==> config.mk <==
export PLATFORM = sky130hd
export DESIGN_NAME = pending_id_readout
export DESIGN_NICKNAME = d
export VERILOG_FILES = /design/src/hdl/pending_id_pkg.sv /design/src/hdl/pending_id_readout.sv
export SDC_FILE = /design/constraint.sdc
export NUM_CORES = 1
export LEC_CHECK = 0
export ABC_CLOCK_PERIOD_IN_PS = 3100
export BUFFER_PORTS_ARGS = -buffer_cell sky130_fd_sc_hd__buf_2
export CAP_MARGIN = 20
export CORE_ASPECT_RATIO = 1.25
export CORE_MARGIN = 5
export CORE_UTILIZATION = 49
export CTS_CLUSTER_SIZE = 28
export DETAILED_ROUTE_END_ITERATION = 10
export PLACE_DENSITY = 0.85
export REMOVE_ABC_BUFFERS = 1
export SLEW_MARGIN = 20
export SYNTH_ARGS = -nofsm -noshare
export SYNTH_HDL_FRONTEND = slang
export SYNTH_SLANG_ARGS = --single-unit
==> constraint.sdc <==
create_clock -name clk_sys_i -period 3.1 [get_ports clk_sys_i]
set_input_delay 0.62 -clock clk_sys_i [delete_from_list [all_inputs] [get_ports clk_sys_i]]
set_output_delay 0.62 -clock clk_sys_i [all_outputs]
set_load 0.01 [all_outputs]
==> src/hdl/pending_id_pkg.sv <==
// package: register map, field layout, reset values and special identifiers for the pending id readout
package pending_id_pkg;
    // ****************************************
    // register offsets (byte addresses, own choice)
    // ****************************************
    localparam logic [7:0] OFS_HIGHEST_PENDING = 8'h00;
    localparam logic [7:0] OFS_ALIASED_SPLIT = 8'h04;
    localparam logic [7:0] OFS_CONTROL = 8'h08;
    localparam logic [7:0] OFS_IRQ_STATUS = 8'h0c;
    localparam logic [7:0] OFS_IRQ_CLEAR = 8'h10;
    localparam logic [7:0] OFS_IRQ_ENABLE = 8'h14;
    // ****************************************
    // field layout
    // ****************************************
    localparam int ID_W = 10;
    localparam int CORE_W = 3;
    localparam int ID_LSB = 0;
    localparam int CORE_LSB = 10;
    localparam int SPLIT_W = 3;
    localparam int CTL_ACK_BIT = 0;
    localparam int CTL_CPU_G0_BIT = 1;
    localparam int CTL_CPU_G1_BIT = 2;
    localparam int CTL_DIST_G0_BIT = 3;
    localparam int CTL_DIST_G1_BIT = 4;
    localparam int CTL_COMMON_BIT = 5;
    localparam int CTL_W = 6;
    localparam int IRQ_W = 3;
    localparam int IRQ_NEW_TOP_BIT = 0;
    localparam int IRQ_NONSEC_DENIED_BIT = 1;
    localparam int IRQ_BAD_ADDR_BIT = 2;
    // ****************************************
    // special identifiers and reset values
    // ****************************************
    localparam logic [9:0] ID_SPURIOUS_GRP1 = 10'h3fe;
    localparam logic [9:0] ID_NONE = 10'h3ff;
    localparam logic [9:0] ID_LAST_SOFT = 10'h00f;
    localparam logic [2:0] SPLIT_MIN = 3'h0;
    localparam logic [2:0] SPLIT_RESET = 3'h1;
    localparam logic [5:0] CTL_RESET = 6'h00;
    localparam logic [2:0] IRQ_RESET = 3'h0;
    localparam logic [7:0] PRIO_MASK_FULL = 8'hff;
    localparam logic [1:0] RESP_OKAY = 2'h0;
    localparam logic [1:0] RESP_SLVERR = 2'h2;
endpackage : pending_id_pkg

==> src/hdl/pending_id_readout.sv <==
// pending id readout: highest pending report, aliased split point, axi4-lite slave
// What this block does
// - never report an interrupt that is both active and pending
// - pending identifier in bits 9..0, bits 31..13 reserved zero
// - multiprocessor: requesting core in bits 12..10 for software interrupts, else zero
// - group 1 top: non-secure gives id; secure gives 1022 unless ack control set
// - group 0 top: non-secure gives 1023; secure gives the id
// - invalid read returns 1022 or 1023; nothing pending returns 1023
// - without security extensions every read takes the secure outcome
// - distributor group enable clear substitutes 1023 first
// - optionally interface group enable clear also substitutes 1023
// - ids 0..15 are software interrupts; core field zero otherwise
// - aliased split point resets to minimum plus one
// - with security extensions only secure accesses reach aliased split point
// - aliased split point shares storage with non-secure split point
// - aliased split point access independent of common split point bit
// - common split point set: aliased register has no preemption effect
// - not implemented: aliased address reads zero, ignores writes
// - low three bits split 8-bit priority into group and subpriority
//
// The AXI4-Lite register port and the placing of the registers were chosen for this implementation.
`timescale 1ns/1ps
`default_nettype none
module pending_id_readout
    import pending_id_pkg::*;
#(
    parameter bit HAS_SECURITY = 1'b1,
    parameter bit MULTI_CORE = 1'b1,
    parameter bit HAS_ALIAS = 1'b1,
    parameter bit MASK_BY_IFACE = 1'b1
) (
    // clock and reset
    input wire logic clk_sys_i,
    input wire logic rst_i,
    // axi4-lite write address and data
    input wire logic [7:0] s_awaddr_i,
    input wire logic [2:0] s_awprot_i,
    input wire logic s_awvalid_i,
    output logic s_awready_o,
    input wire logic [31:0] s_wdata_i,
    input wire logic [3:0] s_wstrb_i,
    input wire logic s_wvalid_i,
    output logic s_wready_o,
    // axi4-lite write response
    output logic [1:0] s_bresp_o,
    output logic s_bvalid_o,
    input wire logic s_bready_i,
    // axi4-lite read
    input wire logic [7:0] s_araddr_i,
    input wire logic [2:0] s_arprot_i,
    input wire logic s_arvalid_i,
    output logic s_arready_o,
    output logic [31:0] s_rdata_o,
    output logic [1:0] s_rresp_o,
    output logic s_rvalid_o,
    input wire logic s_rready_i,
    // pending selector, same clock domain
    input wire logic top_valid_i,
    input wire logic [9:0] top_id_i,
    input wire logic top_group_one_i,
    input wire logic top_active_i,
    input wire logic [2:0] top_core_i,
    // split point and preemption view
    output logic [2:0] group_one_split_o,
    output logic [7:0] group_prio_mask_o,
    // interrupt
    output logic irq_o
);
    // ****************************************
    // state
    // ****************************************
    logic [5:0] ctl_r;
    logic [2:0] split_ns_r;
    logic [2:0] irq_stat_r;
    logic [2:0] irq_en_r;
    logic [9:0] last_id_r;
    logic aw_held_r;
    logic w_held_r;
    logic [7:0] awaddr_r;
    logic aw_nonsec_r;
    logic [31:0] wdata_r;
    logic [3:0] wstrb_r;
    logic wr_do;
    logic rd_do;
    logic [9:0] report_id;
    logic [2:0] report_core;
    logic [31:0] rd_word;
    logic rd_bad;
    logic rd_denied;
    logic wr_bad;
    logic wr_denied;
    logic nonsec_rd;
    logic [2:0] eff_split;
    logic [2:0] irq_set;
    logic aw_held_nxt;
    logic w_held_nxt;
    logic bvalid_nxt;

    // ****************************************
    // highest pending report
    // ****************************************
    // secure reading is forced when there are no security extensions
    assign nonsec_rd = HAS_SECURITY & s_arprot_i[1];

    // substitution chain, read only view with no side effects
    always_comb begin
        report_id = ID_NONE;
        if (top_valid_i && !top_active_i) begin
            report_id = top_id_i;
            if (top_group_one_i ? !ctl_r[CTL_DIST_G1_BIT] : !ctl_r[CTL_DIST_G0_BIT]) begin
                report_id = ID_NONE;
            end else if (MASK_BY_IFACE && (top_group_one_i ? !ctl_r[CTL_CPU_G1_BIT]
                                                          : !ctl_r[CTL_CPU_G0_BIT])) begin
                report_id = ID_NONE;
            end else if (!top_group_one_i) begin
                if (nonsec_rd) begin
                    report_id = ID_NONE;
                end
            end else if (!nonsec_rd && !ctl_r[CTL_ACK_BIT]) begin
                report_id = ID_SPURIOUS_GRP1;
            end
        end
    end

    // core field only for software interrupts in a multiprocessor build
    assign report_core = (MULTI_CORE && report_id <= ID_LAST_SOFT) ? top_core_i : 3'h0;

    // ****************************************
    // read decode
    // ****************************************
    // the alias and the non-secure split point are one store
    assign eff_split = split_ns_r;
    // read word and error flags for the address on the read channel
    always_comb begin
        rd_word = 32'h0000_0000;
        rd_bad = 1'b0;
        rd_denied = 1'b0;
        if (s_araddr_i[7:2] == OFS_HIGHEST_PENDING[7:2]) begin
            rd_word[CORE_LSB +: CORE_W] = report_core;
            rd_word[ID_LSB +: ID_W] = report_id;
        end else if (s_araddr_i[7:2] == OFS_ALIASED_SPLIT[7:2]) begin
            if (!HAS_ALIAS) begin
                rd_word = 32'h0000_0000;
            end else if (nonsec_rd) begin
                rd_denied = 1'b1;
            end else begin
                rd_word[SPLIT_W-1:0] = split_ns_r;
            end
        end else if (s_araddr_i[7:2] == OFS_CONTROL[7:2]) begin
            rd_word[CTL_W-1:0] = ctl_r;
        end else if (s_araddr_i[7:2] == OFS_IRQ_STATUS[7:2]) begin
            rd_word[IRQ_W-1:0] = irq_stat_r;
        end else if (s_araddr_i[7:2] == OFS_IRQ_ENABLE[7:2]) begin
            rd_word[IRQ_W-1:0] = irq_en_r;
        end else if (s_araddr_i[7:2] == OFS_IRQ_CLEAR[7:2]) begin
            rd_word = 32'h0000_0000;
        end else begin
            rd_bad = 1'b1;
        end
    end

    // ****************************************
    // axi4-lite read channel
    // ****************************************
    // read taken at this edge
    assign rd_do = s_arvalid_i && s_arready_o;
    // one-cycle arready, data latched at the take and held until rready
    always_ff @(posedge clk_sys_i or posedge rst_i) begin
        if (rst_i) begin
            s_arready_o <= 1'b0;
            s_rvalid_o <= 1'b0;
            s_rdata_o <= 32'h0000_0000;
            s_rresp_o <= RESP_OKAY;
        end else begin
            s_arready_o <= !s_arready_o && !s_rvalid_o && s_arvalid_i;
            if (rd_do) begin
                s_rvalid_o <= 1'b1;
                s_rdata_o <= (rd_bad || rd_denied) ? 32'h0000_0000 : rd_word;
                s_rresp_o <= rd_bad ? RESP_SLVERR : RESP_OKAY;
            end else if (s_rvalid_o && s_rready_i) begin
                s_rvalid_o <= 1'b0;
            end
        end
    end

    // ****************************************
    // axi4-lite write channels, taken in either order
    // ****************************************
    // address and data beats held until the write executes
    always_ff @(posedge clk_sys_i or posedge rst_i) begin
        if (rst_i) begin
            aw_held_r <= 1'b0;
            w_held_r <= 1'b0;
            awaddr_r <= 8'h00;
            aw_nonsec_r <= 1'b0;
            wdata_r <= 32'h0000_0000;
            wstrb_r <= 4'h0;
        end else begin
            if (s_awvalid_i && s_awready_o) begin
                aw_held_r <= 1'b1;
                awaddr_r <= s_awaddr_i;
                aw_nonsec_r <= HAS_SECURITY & s_awprot_i[1];
            end else if (wr_do) begin
                aw_held_r <= 1'b0;
            end
            if (s_wvalid_i && s_wready_o) begin
                w_held_r <= 1'b1;
                wdata_r <= s_wdata_i;
                wstrb_r <= s_wstrb_i;
            end else if (wr_do) begin
                w_held_r <= 1'b0;
            end
        end
    end

    assign wr_do = aw_held_r && w_held_r && !s_bvalid_o;

    // next state of the write holds and the response, so both readies can be flops
    always_comb begin
        aw_held_nxt = aw_held_r;
        w_held_nxt = w_held_r;
        bvalid_nxt = s_bvalid_o;
        if (s_awvalid_i && s_awready_o) begin
            aw_held_nxt = 1'b1;
        end else if (wr_do) begin
            aw_held_nxt = 1'b0;
        end
        if (s_wvalid_i && s_wready_o) begin
            w_held_nxt = 1'b1;
        end else if (wr_do) begin
            w_held_nxt = 1'b0;
        end
        if (wr_do) begin
            bvalid_nxt = 1'b1;
        end else if (s_bvalid_o && s_bready_i) begin
            bvalid_nxt = 1'b0;
        end
    end

    // readies as flops: low while a beat is held or the response waits
    always_ff @(posedge clk_sys_i or posedge rst_i) begin
        if (rst_i) begin
            s_awready_o <= 1'b0;
            s_wready_o <= 1'b0;
        end else begin
            s_awready_o <= !aw_held_nxt && !bvalid_nxt;
            s_wready_o <= !w_held_nxt && !bvalid_nxt;
        end
    end

    // write decode flags
    always_comb begin
        wr_bad = 1'b0;
        wr_denied = 1'b0;
        if (awaddr_r[7:2] == OFS_ALIASED_SPLIT[7:2]) begin
            wr_denied = HAS_ALIAS && aw_nonsec_r;
        end else if (awaddr_r[7:2] != OFS_HIGHEST_PENDING[7:2] && awaddr_r[7:2] != OFS_CONTROL[7:2]
                     && awaddr_r[7:2] != OFS_IRQ_STATUS[7:2] && awaddr_r[7:2] != OFS_IRQ_CLEAR[7:2]
                     && awaddr_r[7:2] != OFS_IRQ_ENABLE[7:2]) begin
            wr_bad = 1'b1;
        end
    end

    // write response
    always_ff @(posedge clk_sys_i or posedge rst_i) begin
        if (rst_i) begin
            s_bvalid_o <= 1'b0;
            s_bresp_o <= RESP_OKAY;
        end else if (wr_do) begin
            s_bvalid_o <= 1'b1;
            s_bresp_o <= wr_bad ? RESP_SLVERR : RESP_OKAY;
        end else if (s_bvalid_o && s_bready_i) begin
            s_bvalid_o <= 1'b0;
        end
    end

    // ****************************************
    // control and split point registers
    // ****************************************
    // report offset has no write path, so writes there fall away
    always_ff @(posedge clk_sys_i or posedge rst_i) begin
        if (rst_i) begin
            ctl_r <= CTL_RESET;
            split_ns_r <= SPLIT_RESET;
            irq_en_r <= IRQ_RESET;
        end else if (wr_do && wstrb_r[0]) begin
            if (awaddr_r[7:2] == OFS_CONTROL[7:2]) begin
                ctl_r <= wdata_r[CTL_W-1:0];
            end else if (awaddr_r[7:2] == OFS_ALIASED_SPLIT[7:2] && HAS_ALIAS && !wr_denied) begin
                // below the minimum clamps up, one shared store
                split_ns_r <= (wdata_r[2:0] < SPLIT_MIN) ? SPLIT_MIN : wdata_r[2:0];
            end else if (awaddr_r[7:2] == OFS_IRQ_ENABLE[7:2]) begin
                irq_en_r <= wdata_r[IRQ_W-1:0];
            end
        end
    end

    // ****************************************
    // preemption view of the group one split point
    // ****************************************
    // mask of priority bits that form the group priority
    always_ff @(posedge clk_sys_i or posedge rst_i) begin
        if (rst_i) begin
            group_one_split_o <= SPLIT_RESET;
            group_prio_mask_o <= PRIO_MASK_FULL;
        end else begin
            // common bit set: the alias stops steering preemption
            group_one_split_o <= ctl_r[CTL_COMMON_BIT] ? 3'h0 : eff_split;
            group_prio_mask_o <= ctl_r[CTL_COMMON_BIT] ? 8'hff
                               : (8'hff << (eff_split == 3'h0 ? 3'h0 : eff_split - 3'h1));
        end
    end

    // ****************************************
    // events and interrupt
    // ****************************************
    // last reported id, to spot a new top
    always_ff @(posedge clk_sys_i or posedge rst_i) begin
        if (rst_i) begin
            last_id_r <= ID_NONE;
        end else begin
            last_id_r <= report_id;
        end
    end

    // one set pulse per event kind, a single driver for the whole vector
    always_comb begin
        irq_set = IRQ_RESET;
        irq_set[IRQ_NEW_TOP_BIT] = (report_id != last_id_r) && (report_id != ID_NONE);
        irq_set[IRQ_NONSEC_DENIED_BIT] = (rd_do && rd_denied) || (wr_do && wr_denied);
        irq_set[IRQ_BAD_ADDR_BIT] = (rd_do && rd_bad) || (wr_do && wr_bad);
    end

    // set wins over a clear in the same cycle
    always_ff @(posedge clk_sys_i or posedge rst_i) begin
        if (rst_i) begin
            irq_stat_r <= IRQ_RESET;
        end else if (wr_do && wstrb_r[0] && awaddr_r[7:2] == OFS_IRQ_CLEAR[7:2]) begin
            irq_stat_r <= (irq_stat_r & ~wdata_r[IRQ_W-1:0]) | irq_set;
        end else begin
            irq_stat_r <= irq_stat_r | irq_set;
        end
    end

    // level interrupt from enabled status bits
    always_ff @(posedge clk_sys_i or posedge rst_i) begin
        if (rst_i) begin
            irq_o <= 1'b0;
        end else begin
            irq_o <= |((irq_stat_r | irq_set) & irq_en_r);
        end
    end
endmodule : pending_id_readout
`default_nettype wire

After elaboration in Yosys (flattened, before gate mapping):

Cells that the tools add are included.

* word-level logic and storage cells: 151
* input bits: 81
* register bits after elaboration: 96

* shift-type cells: 1
* equality and inequality tests: 15
* $add $sub $neg: 1
* reduce and logical (&&, ||, !) cells: 50
* bitwise gates (word level): 7
* mux-type cells: 53
* $lt $le $gt $ge: 2

Operators with widths (number)
* two-way mux 32 bit: 6
* two-way mux 29 bit: 3
* two-way mux 10 bit: 6
* two-way mux 3 bit: 9
* two-way mux 26 bit: 1
* logical AND 1 bit: 25
* equality test 6 x 3 -> 1 bit (second input constant): 4
* two-way mux 1 bit: 22
* two-way mux 19 bit: 1
* equality test 6 x 2 -> 1 bit (second input constant): 3
* logical NOT 1 bit: 14
* two-way mux 13 bit: 1
* equality test 6 x 1 -> 1 bit (second input constant): 2
* != test 6 x 2 -> 1 bit (second input constant): 2
* != test 6 x 3 -> 1 bit (second input constant): 2
* <= comparator 10 x 4 -> 1 bit (second input constant): 1
* != test 10 bit: 1
* != test 10 bit (second input constant): 1
* two-way mux 8 bit: 1
* left shift 8 x 3 -> 8 bit (first input constant): 1
* AND 3 bit: 2
* logical NOT 6 bit: 1
* two-way mux 6 bit: 1
* bitwise OR 3 bit: 2
* 13 further kinds: 17

Depth between registers and ports, before layout:

* depth in word-level cells: 12
* mapped depth: 8
* mapped depth without buffers: 6

Least setup slack after synthesis:

OpenSTA, ideal clock, no wires.

* path type: input -> register
* start: input port top_group_one_i
* end: register irq_stat_r[0]
* buffers on the path: 1
* slack: 659 ps
* data arrival time: 2320 ps
* stages: 7
* setup time: 121 ps
* cells stage by stage: nand3b_4 a2111o_1 buf_6 nor4_4 a311oi_1 or4_1 a22o_1

* longest elaborated chain between the ends: 8
* elaborated cells between the ends (all ways): 12
* those cells by class: eq/ne: 2; mux: 7; bitwise: 2; reduce/logical: 1

Ends and longest elaborated chain
* start: declaration: RTL line pending_id_readout.sv:60 `input wire logic top_group_one_i,`
* two-way mux 10 bit or two-way mux 1 bit (tied branches): RTL line pending_id_readout.sv:115, pending_id_readout.sv:112
* two-way mux 10 bit: RTL line pending_id_readout.sv:112 `end else if (MASK_BY_IFACE && (top_group_one_i ? !ctl_r[CTL_CPU_G1_BIT]`
* two-way mux 10 bit (*): RTL line pending_id_readout.sv:110 `if (top_group_one_i ? !ctl_r[CTL_DIST_G1_BIT] : !ctl_r[CTL_DIST_G0_BIT]) begin`
* two-way mux 10 bit (*): RTL line pending_id_readout.sv:108 `if (top_valid_i && !top_active_i) begin`
* != test 10 bit: RTL line pending_id_readout.sv:329 `irq_set[IRQ_NEW_TOP_BIT] = (report_id != last_id_r) && (report_id != ID_NONE);`
* logical AND 1 bit (*): RTL line pending_id_readout.sv:329
* bitwise OR 3 bit, on equally long branches: RTL line pending_id_readout.sv:341, pending_id_readout.sv:339
* two-way mux 3 bit (*): RTL line pending_id_readout.sv:338 `end else if (wr_do && wstrb_r[0] && awaddr_r[7:2] == OFS_IRQ_CLEAR[7:2]) begin`
* end signal: assignment: RTL line pending_id_readout.sv:339 `irq_stat_r <= (irq_stat_r & ~wdata_r[IRQ_W-1:0]) | irq_set;`
* end signal: assignment: RTL line pending_id_readout.sv:341 `irq_stat_r <= irq_stat_r | irq_set;`
* end: declaration: RTL line pending_id_readout.sv:74 `logic [2:0] irq_stat_r;`

Mark *: on every way between the ends. The rest lies on a longest branch, timed or not.
A chain may end at the register's enable or synchronous reset.

Worst setup path after layout:

Ends and elaborated chain as after synthesis.

==> results by group <==
Clock tree
  – Post-cts resize count: 0
  – Setup bufs post-CTS: 0
  – Total CTS buffers: 9
  – CTS H-tree lvls: 3
  – Clock-pin slew on the worst setup and hold paths: 0.07 ns
  – Root buffer cell: clkbuf_8
  – Clk sinks: 72
  – Max clock buf depth: 2
  – Post-CTS Hold Buffers: 0
  – Worst skew pair latency: 0.35 ns
  – CTS tree: yes

Timing
  – Pins Over Slew Limit: 0
  – Setup TNS: 0 ns
  – Clock Skew: 0.007547 ns
  – Min Tclk post-route: 2.616 ns
  – Period utilization: 84.38%
  – Max Freq: 0.3823 GHz
  – Final worst slack: 0.4841 ns
  – Max-slew headroom: 42.18%
  – RSZ-0062 raised after global routing: no
  – Hold Fails Final Rpt: 0
  – Setup violations, final: 0
  – Worst Tran Pin Value: 0.8674 ns

Cells and area
  – Design Area, Final: 4058 um2
  – N_diodes: 0
  – Share of layout cells above drive strength 1: 37.13%
  – NumNets Final: 480
  – Storage cell area: 1826 um2
  – Synth-to-layout area growth: 18.19%
  – Multi-input gate area: 1450 um2
  – Number of fill cells: 600
  – Final Util: 58.88%

Critical path
  – Family with the most delay on the worst path: simple AND/OR/NAND/NOR gates
  – CP max stage delay: 0.68 ns
  – CP max FO: 19
  – Worst setup EP type: flip-flop
  – Worst endpoint data arrival time: 2.85 ns
  – CP max-delay cell: a2111o_1
  – Critical Path, Cell by Cell: buf_2 -> nand3b_4 -> a2111o_1 -> nor4_4 -> a311oi_1 -> or4_1 -> a22o_1
  – Worst endpoint required time: 3.33 ns
  – Worst Path Buf+Inv: 1
  – Crit start category: primary input
  – Critical path type: primary input to flip-flop

Yosys
  – Post-synth EDFFs: 0
  – Ys async rst share: 100.0%
  – Cell variety after synth: 49
  – Synthesized area: 3433 um2
  – Synth cell count leaders: dfrtp_1, o21ai_0, nand2_1
  – Top FF cell, synth: dfrtp_1
  – Yosys top cell area share: 38.63%
  – Synth Warn #: 0
  – Post-Syn Instances: 316
  – Sequential fraction of the synthesis area: 53.17%
  – Leading cell type by number of instances after synthesis: dfrtp_1
  – Syn avg cell area: 10.86 um2
  – Dominant cells by area after synthesis: dfrtp_1, dfstp_2, mux2_2, buf_4, o21ai_0
  – Area leader, netlist: dfrtp_1
  – Yosys reg bits: 72

Place
  – Post-DP Area: 3826 um2
  – Post-DP HPWL: 5838 um
  – Pre-CTS setup slack: 0.1736 ns
  – Gp weighted congestion: 0.8601
  – IO buf count: 74

Power
  – Overall Power: 2.662 mW
  – Pleak: 1.890 nW
  – Pwr dens: 655.9 nW/um2
  – VDD IR max: 0.5529 mV

Floorplan
  – Row count: 34
  – Initial core utilization: 49.82%
  – Die X: 84.87 um
  – I/O pins: 134
  – Die Ht: 103.6 um
  – Die Footprint: 8791 um2
  – Core area: 6892 um2

Detailed routing
  – Routed vias: 2628
  – DRC viols: 0
  – DR vias/cell: 5.320
  – Initial DRT Pass Iterations: 4
  – WL/cell: 15.50 um
  – Detailed Route WL: 7655 um
  – Remaining antenna violation count after routing: 0
  – Starting DRT DRC Count: 99

Job
  – Max-Cap Viols: 0

Global route
  – Vias in the first global route: 2683
  – GRT Overall Usage: 17.86%
  – Largest net degree at the start of global routing: 73
  – Initial antenna violation count: 0
  – First-pass GRT wire length: 12650 um
  – GRT overflow: 0

Worst hold path
  – Hold/Removal Path Class: primary input to flip-flop

Status
  – Status: complete, no violations
-- cells by family after synthesis --
group / count (synthesis) / share of synthesized area, %
mux: 28 / 9.111
xor+xnor: 5 / 1.275
simple gates: 106 / 17.09
buf+inv: 37 / 6.888
other cells: 2 / 0.2187
flops: 72 / 53.17
compound gates: 66 / 12.25
-- metrics by stage --
stage               cells  hold slack, ns
finish                494          0.4423
global route          494          0.4504
CTS                   494          0.4331
detailed placement    478          0.4534
global placement      478          0.4399
floorplan             310          0.4215
-- cell type report --
class,count,area share [%]
tap,90,2.775
multi-input combinational,228,35.74
inverter,10,0.9251
clock inverter,4,1.881
clock buffer,12,3.824
timing repair buffer,78,9.867
sequential,72,44.99
-- cell usage in the layout (no fill, tap or decap), drive strengths merged, types with 4 or more instances in the layout --
master,netlist,layout
a21oi,10,10
a22o,5,5
buf,26,78
clkbuf,1,12
conb,2,23
dfrtp,53,53
dfstp,19,19
inv,10,10
mux2,26,26
nand2,29,29
nand3,8,8
nand4,7,7
nor2,19,19
nor2b,5,5
nor3,5,5
nor3b,4,4
nor4,6,6
o21ai,30,30
or2,6,6
xor2,4,4
-- power breakdown --
part | switching, mW | leakage [nW] | internal, mW
clock network | 0.353 | 0.113 | 0.499
logic | 0.246 | 0.891 | 0.238
registers | 0.174 | 0.886 | 1.15
total | 0.772 | 1.89 | 1.89
-- path summary, 6_finish.rpt --
check | startpoint | end | slack [ns] | cells past startpoint
worst min-delay path | s_rready_i | s_rvalid_o | 0.44 | 2
max in group asynchronous | rst_i | s_rdata_o[0] | 2.02 | 3
worst max-delay path | top_group_one_i | irq_stat_r[0] | 0.48 | 7
worst max register to register | ctl_r[3] | irq_stat_r[0] | 0.53 | 6
worst min register to register | s_rvalid_o | s_arready_o | 0.46 | 1
min in group asynchronous | rst_i | s_wready_o | 0.53 | 3
-- layer usage --
| layer | vias up | part of all wire (%) | track usage, % |
|---|---|---|---|
| li1 | 1261 | - | - |
| met1 | 1286 | 39 | 20.31 |
| met2 | 73 | 53 | 31.47 |
| met3 | 8 | 6.8 | 5.719 |
| met4 | 0 | 1.3 | 5.656 |
| met5 | - | 0 | 0 |
-- state kept, by name (all words and copies together), names as in the netlist --
signal	cells
s_rdata_o	13
last_id_r	10
group_prio_mask_o	7
awaddr_r	6
ctl_r	6
wdata_r	6
eff_split	3
group_one_split_o	3
irq_en_r	3
irq_stat_r	3
aw_held_r	1
aw_nonsec_r	1
irq_o	1
s_arready_o	1
s_awready_o	1
s_bresp_o	1
s_bvalid_o	1
s_rresp_o	1
s_rvalid_o	1
s_wready_o	1
w_held_r	1
wstrb_r	1
Note: power is estimated with default switching activity, not from simulation.
